## config.mk

```make
export PLATFORM = sky130hd
export DESIGN_NAME = cpt_pwm_ppg
export DESIGN_NICKNAME = d
export VERILOG_FILES = /design/src/hw/cpt_count_tick.v /design/src/hw/cpt_pwm_ppg.v
export VERILOG_INCLUDE_DIRS = /design/src /design/src/hw
export SDC_FILE = /design/constraint.sdc
export NUM_CORES = 1
export LEC_CHECK = 0
export BUFFER_PORTS_ARGS = -buffer_cell sky130_fd_sc_hd__clkbuf_2
export CAP_MARGIN = 20
export CELL_PAD_IN_SITES_DETAIL_PLACEMENT = 2
export CELL_PAD_IN_SITES_GLOBAL_PLACEMENT = 2
export CORE_ASPECT_RATIO = 1.75
export CORE_MARGIN = 1.5
export CORE_UTILIZATION = 34
export DETAILED_ROUTE_END_ITERATION = 7
export GPL_ROUTABILITY_DRIVEN = 0
export GPL_TIMING_DRIVEN = 0
export PLACE_DENSITY_LB_ADDON = 0.1
export SYNTH_ARGS = -nofsm -noshare
export SYNTH_HDL_FRONTEND = slang
export SYNTH_SLANG_ARGS = --single-unit
```

## constraint.sdc

```tcl
create_clock -name CORE_CLK -period 3.3 [get_ports CORE_CLK]
set_clock_uncertainty 0.15 [all_clocks]
set_input_delay 0.33 -clock CORE_CLK [delete_from_list [all_inputs] [get_ports CORE_CLK]]
set_output_delay 0.33 -clock CORE_CLK [all_outputs]
set_load 0.02 [all_outputs]
```

## src/hw/cpt_timer_map.vh

```
// Constants for the cascaded 16-bit PWM / PPG timer
`ifndef CPT_TIMER_MAP_VH
`define CPT_TIMER_MAP_VH

// ****************************************************************
// Upper stage control byte, bit positions
// ****************************************************************
`define CPT_CTRL_PRESET_BIT 7
`define CPT_CTRL_RUN_BIT    3
`define CPT_CTRL_MODE_BIT   0

// ****************************************************************
// Mode codes and source select codes
// ****************************************************************
`define CPT_MODE_PWM 1'b0
`define CPT_MODE_PPG 1'b1
`define CPT_SRC_INT  1'b0
`define CPT_SRC_EXT  1'b1

// ****************************************************************
// Reset values and stage maximum
// ****************************************************************
`define CPT_RST_BYTE  8'h00
`define CPT_RST_WORD  16'h0000
`define CPT_RST_FF    1'b0
`define CPT_RST_PIN   1'b1
`define CPT_STAGE_MAX 8'hFF

// ****************************************************************
// Timing: default internal prescale ratio in core clocks
// ****************************************************************
`define CPT_PRESCALE_DIV 8

`endif

```

## src/hw/cpt_count_tick.v

```verilog
// Count tick source: internal prescaler or external event input
`timescale 1ns/10ps
`default_nettype none
`include "cpt_timer_map.vh"

module cpt_count_tick #(
  parameter DIV = `CPT_PRESCALE_DIV
) (
  input  wire core_clk,
  input  wire rst,
  input  wire run,
  input  wire src_sel,
  input  wire event_in,
  output reg  tick_q
);

  // ****************************************************************
  // Prescaler and event edge detector
  // ****************************************************************
  localparam integer CW     = (DIV > 1) ? $clog2(DIV) : 1;
  localparam integer LAST_I = DIV - 1;
  localparam [CW-1:0] LAST  = LAST_I[CW-1:0];

  reg [CW-1:0] div_q;
  reg          event_q;
  wire         fall = event_q & ~event_in;

  // Prescaler restarts when stopped so the first period is full length
  always @(posedge core_clk) begin
    if (rst) begin
      div_q   <= {CW{1'b0}};
      event_q <= 1'b1;
      tick_q  <= 1'b0;
    end else begin
      event_q <= event_in;
      if (!run || div_q == LAST) begin
        div_q <= {CW{1'b0}};
      end else begin
        div_q <= div_q + 1'b1;
      end
      if (src_sel == `CPT_SRC_EXT) begin
        tick_q <= run & fall; // Source must hold each level at least one cycle
      end else begin
        tick_q <= run & (div_q == LAST);
      end
    end
  end

endmodule

`default_nettype wire

```

## src/hw/cpt_pwm_ppg.v

```verilog
// Cascaded 16-bit PWM / PPG timer with toggle flip-flop output
`timescale 1ns/10ps
`default_nettype none
`include "cpt_timer_map.vh"

module cpt_pwm_ppg #(
  parameter DIV = `CPT_PRESCALE_DIV
) (
  input  wire        CORE_CLK,
  input  wire        RST,
  input  wire [7:0]  WDATA,
  input  wire        WR_CTRL,
  input  wire        WR_DUTY_LO,
  input  wire        WR_DUTY_HI,
  input  wire        WR_PERIOD_LO,
  input  wire        WR_PERIOD_HI,
  input  wire        SRC_SEL,
  input  wire        EVENT_IN,
  output reg  [15:0] DUTY_RD,
  output reg  [15:0] PERIOD_RD,
  output reg  [15:0] COUNT,
  output reg         RUN,
  output reg         PPG_MODE,
  output reg         FLIPFLOP,
  output reg         PERIOD_IRQ,
  output reg         OUT_PIN_N
);

  // ****************************************************************
  // Internal state
  // ****************************************************************
  reg  [7:0]  duty_lo_stage_q;
  reg  [15:0] duty_hold_q;
  wire        tick;
  wire [7:0]  lower_counter_stage = COUNT[7:0];
  wire [7:0]  upper_counter_stage = COUNT[15:8];
  wire        carry = (lower_counter_stage == `CPT_STAGE_MAX);
  wire        overflow = carry & (upper_counter_stage == `CPT_STAGE_MAX);
  reg  [15:0] count_next;
  reg         period_end;
  reg         duty_hit;
  // Next values of every register, decided combinationally
  reg         run_d;
  reg         mode_d;
  reg  [15:0] count_d;
  reg         ff_d;
  reg         irq_d;
  reg  [7:0]  duty_lo_stage_d;
  reg  [15:0] duty_hold_d;
  reg  [15:0] duty_rd_d;
  reg  [15:0] period_rd_d;

  // ****************************************************************
  // Count tick source
  // ****************************************************************
  cpt_count_tick #(
    .DIV      (DIV)
  ) u_tick (
    .core_clk (CORE_CLK),
    .rst      (RST),
    .run      (RUN),
    .src_sel  (SRC_SEL),
    .event_in (EVENT_IN),
    .tick_q   (tick)
  );

  // ****************************************************************
  // Next count and compare decisions
  // ****************************************************************
  // Upper stage only moves on the lower stage carry
  always @* begin
    count_next[7:0]  = lower_counter_stage + 8'h01;
    count_next[15:8] = carry ? upper_counter_stage + 8'h01
                             : upper_counter_stage;
    if (PPG_MODE == `CPT_MODE_PPG) begin
      period_end = (count_next == PERIOD_RD);
    end else begin
      period_end = overflow;
    end
    duty_hit = (count_next == DUTY_RD) & ~period_end;
  end

  // ****************************************************************
  // Control, counter and output flip-flop: next values
  // ****************************************************************
  // Mode is locked while running so a live period never changes kind
  always @* begin
    run_d   = RUN;
    mode_d  = PPG_MODE;
    count_d = COUNT;
    ff_d    = FLIPFLOP;
    irq_d   = 1'b0;
    if (WR_CTRL) begin
      run_d = WDATA[`CPT_CTRL_RUN_BIT];
      if (!RUN) begin
        mode_d = WDATA[`CPT_CTRL_MODE_BIT];
      end
    end
    if (!RUN) begin
      // Count restarts from zero on each start
      count_d = `CPT_RST_WORD;
      if (WR_CTRL) begin
        // Preset only from a write made while already stopped
        ff_d = WDATA[`CPT_CTRL_PRESET_BIT];
      end
      // Stopped timer holds the pin, no stray pulse at wake-up
    end else if (tick) begin
      if (period_end) begin
        count_d = `CPT_RST_WORD;
        ff_d    = ~FLIPFLOP;
        irq_d   = 1'b1;
      end else begin
        count_d = count_next;
        if (duty_hit) begin
          ff_d = ~FLIPFLOP;
        end
      end
    end
  end

  // ****************************************************************
  // Control, counter, output flip-flop and pin registers
  // ****************************************************************
  // Pin loads from the same next level, so it never lags the flip-flop
  always @(posedge CORE_CLK) begin
    if (RST) begin
      RUN        <= 1'b0;
      PPG_MODE   <= `CPT_MODE_PWM;
      COUNT      <= `CPT_RST_WORD;
      FLIPFLOP   <= `CPT_RST_FF;
      OUT_PIN_N  <= `CPT_RST_PIN;
      PERIOD_IRQ <= 1'b0;
    end else begin
      RUN        <= run_d;
      PPG_MODE   <= mode_d;
      COUNT      <= count_d;
      FLIPFLOP   <= ff_d;
      OUT_PIN_N  <= ~ff_d;
      PERIOD_IRQ <= irq_d;
    end
  end

  // ****************************************************************
  // Duty and period compare registers: next values
  // ****************************************************************
  // Hold stage makes the PWM duty update glitch free at period end
  always @* begin
    duty_lo_stage_d = duty_lo_stage_q;
    duty_hold_d     = duty_hold_q;
    duty_rd_d       = DUTY_RD;
    period_rd_d     = PERIOD_RD;
    if (PPG_MODE == `CPT_MODE_PPG) begin
      // Unbuffered: each byte takes effect at once
      if (WR_DUTY_LO) begin
        duty_rd_d[7:0] = WDATA;
      end
      if (WR_DUTY_HI) begin
        duty_rd_d[15:8] = WDATA;
      end
      if (WR_PERIOD_LO) begin
        period_rd_d[7:0] = WDATA;
      end
      if (WR_PERIOD_HI) begin
        period_rd_d[15:8] = WDATA;
      end
    end else begin
      if (WR_DUTY_LO) begin
        duty_lo_stage_d = WDATA;
      end
      if (WR_DUTY_HI) begin
        duty_hold_d = {WDATA, duty_lo_stage_q};
        if (!RUN) begin
          duty_rd_d = {WDATA, duty_lo_stage_q};
        end
      end
      // Colliding write misses this transfer, lands next period
      if (RUN && tick && period_end) begin
        duty_rd_d = duty_hold_q;
      end
    end
  end

  // ****************************************************************
  // Duty and period compare registers
  // ****************************************************************
  // Period bytes written in PWM mode are dropped on purpose
  always @(posedge CORE_CLK) begin
    if (RST) begin
      duty_lo_stage_q <= `CPT_RST_BYTE;
      duty_hold_q     <= `CPT_RST_WORD;
      DUTY_RD         <= `CPT_RST_WORD;
      PERIOD_RD       <= `CPT_RST_WORD;
    end else begin
      duty_lo_stage_q <= duty_lo_stage_d;
      duty_hold_q     <= duty_hold_d;
      DUTY_RD         <= duty_rd_d;
      PERIOD_RD       <= period_rd_d;
    end
  end

endmodule

`default_nettype wire

```

==> results of run 1 <==
[critical path, stage by stage, from the launching register on]
cell and delay, ns:
dfxtp_1 0.39, buf_4 0.22, and3_4 0.25, nand3_2 0.19, or4_4 0.61, nor2_4 0.22
and2b_4 0.27, a31oi_4 0.07, or4_1 0.51, a22o_1 0.21
[metal layers]
| layer | GRT usage | part of all wire |
|---|---|---|
| met3 | 0.0331 | 0.024 |
| met2 | 0.535 | 0.56 |
| met1 | 0.274 | 0.36 |
| met5 | 0 | 0 |
| met4 | 0.171 | 0.051 |
[Yosys cell counts, types with 11 or more instances]
library cell / instances / share of area
nor4_1: 23 / 0.031
nand2_1: 104 / 0.084
a21oi_1: 45 / 0.048
mux2i_1: 19 / 0.041
nor2_1: 23 / 0.019
nand3_1: 38 / 0.041
clkbuf_1: 30 / 0.024
xnor2_1: 17 / 0.032
o21ai_0: 17 / 0.018
xor2_1: 11 / 0.021
nor3_1: 19 / 0.020
dfxtp_1: 82 / 0.35
[power by group]
group          switching, uW  total [uW]  internal, uW
registers               44.8        1070          1030
logic                    198         308           110
clock network            453         987           534
[final timing paths]
| check | end | slack (ns) |
|---|---|---|
| min | u_tick.event_q | 0.02 |
| max | DUTY_RD[0] | 0.09 |
| min reg2reg | u_tick.div_q[0] | 0.29 |
| max reg2reg | DUTY_RD[0] | 0.09 |
[metrics by stage]
stage | util | setup WS (ns) | instances
final | 0.431 | 0.0943 | 848
after global routing | 0.431 | -0.0109 | 848
after CTS | 0.420 | 0.00524 | 844
after detailed placement | 0.389 | -0.372 | 824
after global placement | 0.389 | -0.340 | 823
after floorplan | - | 0.131 | 583
[registers in the layout, summed over array words and instances (netlist names), named ones only]
name and count:
COUNT 16, DUTY_RD 16, OUT_PIN_N 1, PERIOD_IRQ 1, PERIOD_RD 16, PPG_MODE 1
RUN 1, duty_hold_q 16, duty_lo_stage_q 8, u_tick.div_q 3, u_tick.event_q 1, u_tick.tick_q 1
[cells in the final DEF, fill, tap and decap left out, types with 16 or more instances in the layout]
| cell type | n |
|---|---|
| nor2_1 | 22 |
| clkbuf_2 | 68 |
| nor3_1 | 17 |
| mux2i_1 | 18 |
| a21oi_1 | 45 |
| clkbuf_1 | 27 |
| nand3_1 | 34 |
| nand2_1 | 102 |
| buf_4 | 20 |
| dfxtp_1 | 78 |
| nor4_1 | 20 |
| o21ai_0 | 16 |
| xnor2_1 | 17 |
[layout make-up]
class	count	area, sq um	share of cell area
multi-input cells	442	2940	0.509
inverters	7	26.3	0.00455
flip-flops and latches	82	1650	0.286
clock buffers	11	243	0.0420
repair buffers	78	418	0.0724
well taps	174	218	0.0377
plain buffers	49	241	0.0418
clock inverters	5	37.5	0.00650
[logic make-up (layout without fill, tap and decap cells)]
family,after synthesis,in the layout
AOI/OAI and AO/OA,121,121
xor gates and xnor gates,30,30
adders and majority gates,4,4
buffers and inverters,59,150
DFF,82,82
muxes,21,21
and+or+nand+nor,266,266
[repair_timing]
action	4_1_cts	5_1_grt
setup endpoints to repair	35	33
gates resized for setup	22	27
gates cloned	0	0
pin swaps	4	2
setup buffers	4	7
==> results.sh, run 1 <==
export IMPL_num_rows=56
export IMPL_max_freq_mhz=312
export IMPL_cts_clk_slew_worst_paths_ns=0.07
export IMPL_drv_cap=0
export IMPL_antenna_found_initial=0
export IMPL_hp_start="EVENT_IN"
export IMPL_run_status="completed"
export IMPL_finalSetupViolCount=0
export IMPL_tns_ns=0
export IMPL_fp_dieArea_sq_um=14400
export IMPL_ys_seq_area_frac=0.353
export IMPL_holdBufCountCts=0
export IMPL_tritoncts="built"
export IMPL_cp_arrival_ns=3.30
export IMPL_critPathLaunch="COUNT[3]"
export IMPL_syn_num_nets=604
export IMPL_syn_area_sq_um=4660
export IMPL_syn_avg_cell_area_sq_um=7.99
export IMPL_synth_xor_area_share=0.0629
export IMPL_ios=70
export IMPL_h_tree_depth=3
export IMPL_hold_depth=2
export IMPL_stdcell_area_sq_um=5770
export IMPL_cp_end_kind="register"
export IMPL_period_needed_ns=3.21
export IMPL_synth_top_family_by_area="simple AND/OR/NAND/NOR gates"
export IMPL_period_share=0.971
export IMPL_synthMuxAreaShare=0.0457
export IMPL_io_buffers=66
export IMPL_grt_pass1_wl_um=30000
export IMPL_power_density_nw_per_um2=410
export IMPL_root_buffer="clkbuf_16"
export IMPL_worst_slew_pin_slew_ns=0.798
export IMPL_finalPower_uw=2370
export IMPL_drtIter0Drc=166
export IMPL_grt_pass1_vias=5399
export IMPL_core_area_sq_um=13400
export IMPL_initial_core_util=0.348
export IMPL_ys_flop_type="dfxtp_1"
export IMPL_yosys_area_share_simple=0.298
export IMPL_yosys_warnings=0
export IMPL_ff2ff_path_depth=9
export IMPL_hold_ws_ns=0.0236
export IMPL_grt_max_degree=15
export IMPL_place_area_sq_um=5210
export IMPL_final_antenna_net_count=0
export IMPL_route_detailed_drc=0
export IMPL_synth_fa_ha_area_frac=0.0107
export IMPL_r2r_start="COUNT[3]"
export IMPL_grt_use_total=0.276
export IMPL_irDropWorstVdd_mv=0.264
export IMPL_cts_max_path_buffers=2
export IMPL_diodes=0
export IMPL_p_leak_uw=0.00219
export IMPL_gr_total_overflow=0
export IMPL_drive_above_1_share=0.228
export IMPL_cp_required_ns=3.39
export IMPL_synth_compound_area_share=0.174
export IMPL_ys_ff_latch=82
export IMPL_vias_per_cell=5.70
export IMPL_wirelength_um=19400
export IMPL_die_w_um=91.5
export IMPL_critical_path_class="reg -> reg"
export IMPL_relSlewSlack=0.468
export IMPL_crit_path_max_fanout=10
export IMPL_worst_setup_path_start_kind="register"
export IMPL_die_h_um=158
export IMPL_drt_pass1_iterations=4
export IMPL_hp_class="in -> reg"
export IMPL_syn_to_final_growth_pct=24.0
export IMPL_ys_async_sr_fraction=0
export IMPL_dr_total_vias=4836
export IMPL_cts_sinks=82
export IMPL_synthCells=583
export IMPL_clock_latency_ns=0.35
export IMPL_yosysUniqueCellTypes=69
export IMPL_hold_viol=0
export IMPL_fillCellCount=1564
export IMPL_final_nets=690
export IMPL_wl_per_cell_um=22.9
export IMPL_dpl_hpwl_um=15000
export IMPL_cts_buffers=9
export IMPL_synth_edf_count=0
export IMPL_slew_viol_final=0
No activity file was read; power rests on OpenSTA's default activity.
==> run 2: changes to the inputs <==
SYNTH_HIERARCHICAL = 1   (was not set)
==> run 2 against run 1 <==
Against the previous run:
- global-route usage fell by 0.36 points
- clock power is essentially flat
- fmax increased by 0.13%
- synthesized cell count down 1.4%
- area after synthesis fell by 0.64%
- sequential power barely moved
- non-clock buffer count down 13
- worst setup slack better by 0.0042 ns
- first-iteration DRC count is 33% lower
- critical endpoint is now OUT_PIN_N
- largest cell class unchanged
==> results.sh, run 2 <==
export IMPL_run_status="completed"
export IMPL_power_density_nw_per_um2=421
export IMPL_die_w_um=91.2
export IMPL_yosys_top_cells_area="dfxtp_1, nand2_1, mux2i_1"
export IMPL_relSlewSlack=0.364
export IMPL_synth_common_cells="nand2_1, dfxtp_1, a21oi_1, nand3_1, nor2_1"
export IMPL_grt_pass1_vias=5171
export IMPL_syn_area_sq_um=4630
export IMPL_io_buffers=67
export IMPL_place_ws_ns=-0.477
export IMPL_fin_util=0.418
export IMPL_worst_setup_path_start_kind="register"
export IMPL_slew_viol_final=0
export IMPL_period_needed_ns=3.20
export IMPL_p_leak_uw=0.00225
export IMPL_rsz0062_at_grt="true"
export IMPL_core_area_sq_um=13300
export IMPL_worst_slew_pin_slew_ns=0.951
export IMPL_grt_pass1_wl_um=29100
export IMPL_regArea_sq_um=1650
export IMPL_ios=70
export IMPL_finalSetupViolCount=0
export IMPL_crit_path_max_fanout=10
export IMPL_yosys_warnings=6
export IMPL_drtIter0Drc=112
export IMPL_drv_cap=0
export IMPL_syn_avg_cell_area_sq_um=8.04
export IMPL_h_tree_depth=3
export IMPL_setup_ws_ns=0.0985
export IMPL_irDropWorstVdd_mv=0.237
export IMPL_cts_max_path_buffers=2
export IMPL_combPwrFrac=0.110
export IMPL_hp_class="in -> reg"
export IMPL_final_antenna_net_count=0
export IMPL_diodes=0
export IMPL_wl_per_cell_um=22.6
export IMPL_final_common_cell="nand2_1"
export IMPL_vias_per_cell=5.63
export IMPL_initial_core_util=0.347
export IMPL_period_share=0.970
export IMPL_critical_path_class="reg -> reg"
export IMPL_power_internal_uw=1660
export IMPL_ys_flop_type="dfxtp_1"
export IMPL_fillCellCount=1560
export IMPL_dpl_hpwl_um=15100
export IMPL_syn_num_nets=596
export IMPL_syn_to_final_growth_pct=20.4
export IMPL_max_freq_mhz=312
export IMPL_num_rows=56
export IMPL_die_h_um=157
export IMPL_p_sw_uw=685
export IMPL_r2r_slack_ns=0.1
export IMPL_grt_use_total=0.272
export IMPL_swShare=0.292
export IMPL_clock_latency_ns=0.35
export IMPL_yosysUniqueCellTypes=66
export IMPL_dr_total_vias=4701
export IMPL_synth_top_area_cell="dfxtp_1"
export IMPL_final_nets=677
export IMPL_synth_edf_count=0
export IMPL_antenna_found_initial=0
export IMPL_p_clk_frac=0.436
export IMPL_synthCells=575
export IMPL_layout_common_cells="nand2_1, dfxtp_1, clkbuf_2"
export IMPL_holdBufCountCts=0
export IMPL_cts_sinks=82
export IMPL_tritoncts="built"
export IMPL_ys_seq_area_frac=0.355
export IMPL_ys_async_sr_fraction=0
export IMPL_cts_buffers=9
export IMPL_gr_total_overflow=0
export IMPL_cp_required_ns=3.38
export IMPL_drive_above_1_share=0.198
export IMPL_fp_dieArea_sq_um=14300
export IMPL_cp_arrival_ns=3.28
export IMPL_wirelength_um=18800
export IMPL_yosysTopAreaCellShare=0.355
export IMPL_hold_viol=0
export IMPL_post_synth_top_count_cell="nand2_1"
export IMPL_power_frac_seq=0.454
export IMPL_multiInputGateArea_sq_um=2810
export IMPL_route_detailed_drc=0
export IMPL_hold_ws_ns=0.0302
export IMPL_drt_pass1_iterations=4
export IMPL_root_buffer="clkbuf_16"
export IMPL_ys_ff_latch=82
export IMPL_cts_clk_slew_worst_paths_ns=0.07
export IMPL_grt_max_degree=17
export IMPL_cp_end_kind="register"
run 2: repair_timing:
item / 4_1_cts / 5_1_grt
endpoints found under the setup margin: 34 / 11
buffers inserted: 0 / 2
hold endpoints to repair: 0 / 0
pin swaps: 0 / 4
gates resized for setup: 12 / 11
run 2: cells by family after synthesis:
| group | count (synthesis) | share of synthesized area |
|---|---|---|
| simple gates | 252 | 0.283 |
| compound gates | 124 | 0.172 |
| flops | 82 | 0.355 |
| buf+inv | 53 | 0.0519 |
| xor+xnor | 32 | 0.0665 |
| mux | 28 | 0.0606 |
| fa+ha+maj | 4 | 0.0108 |
run 2: layer usage:
layer	part of all wire	GRT usage	up-vias	routed length (um)
met5	0	0	-	0
met4	0.047	0.137	0	888
met3	0.022	0.0319	51	419
met2	0.58	0.557	92	10900
met1	0.35	0.259	2329	6640
li1	-	-	2229	-
run 2: final timing paths:
check                  from              to  cells past startpoint
min reg2reg  duty_hold_q[8]  duty_hold_q[8]                      2
max reg2reg        COUNT[1]       OUT_PIN_N                     11
min                EVENT_IN  u_tick/event_q                      2
max                COUNT[1]       OUT_PIN_N                     11
run 2: power by group through the flow:
stage	clock network, uW	registers, uW	logic (uW)
final	1020	1070	257
after CTS	1040	1070	261
after global routing	1080	1070	281
after global placement	0	1090	247
after detailed placement	0	1090	257
after floorplan	0	1100	138
run 2: critical path, cell delays in order, from the launching register on:
cell and delay (ns):
dfxtp_2 0.38, ha_1 0.17, buf_4 0.17, and4_1 0.20, buf_4 0.17, nand2_1 0.18, xnor2_1 0.18, a311o_1 0.33
a2111oi_1 0.35, and4b_2 0.34, nor3_1 0.08, o32a_1 0.37
run 2: metrics by stage:
stage | TNS (ns) | cell area [sq um] | total power, uW | std cells
finish | 0 | 5570 | 2350 | 835
floorplan | 0 | 4630 | 1230 | 575
global placement | -5.89 | 5180 | 1330 | 816
CTS | 0 | 5540 | 2370 | 833
detailed placement | -8.86 | 5180 | 1340 | 817
global route | -0.123 | 5570 | 2430 | 835
run 2: final cells by class:
class / count / area share
plain buffers: 44 / 0.0382
inverters: 9 / 0.00607
clock inverters: 6 / 0.00989
well taps: 174 / 0.0391
clock buffers: 10 / 0.0429
repair buffers: 70 / 0.0638
flip-flops and latches: 82 / 0.296
multi-input cells: 440 / 0.504
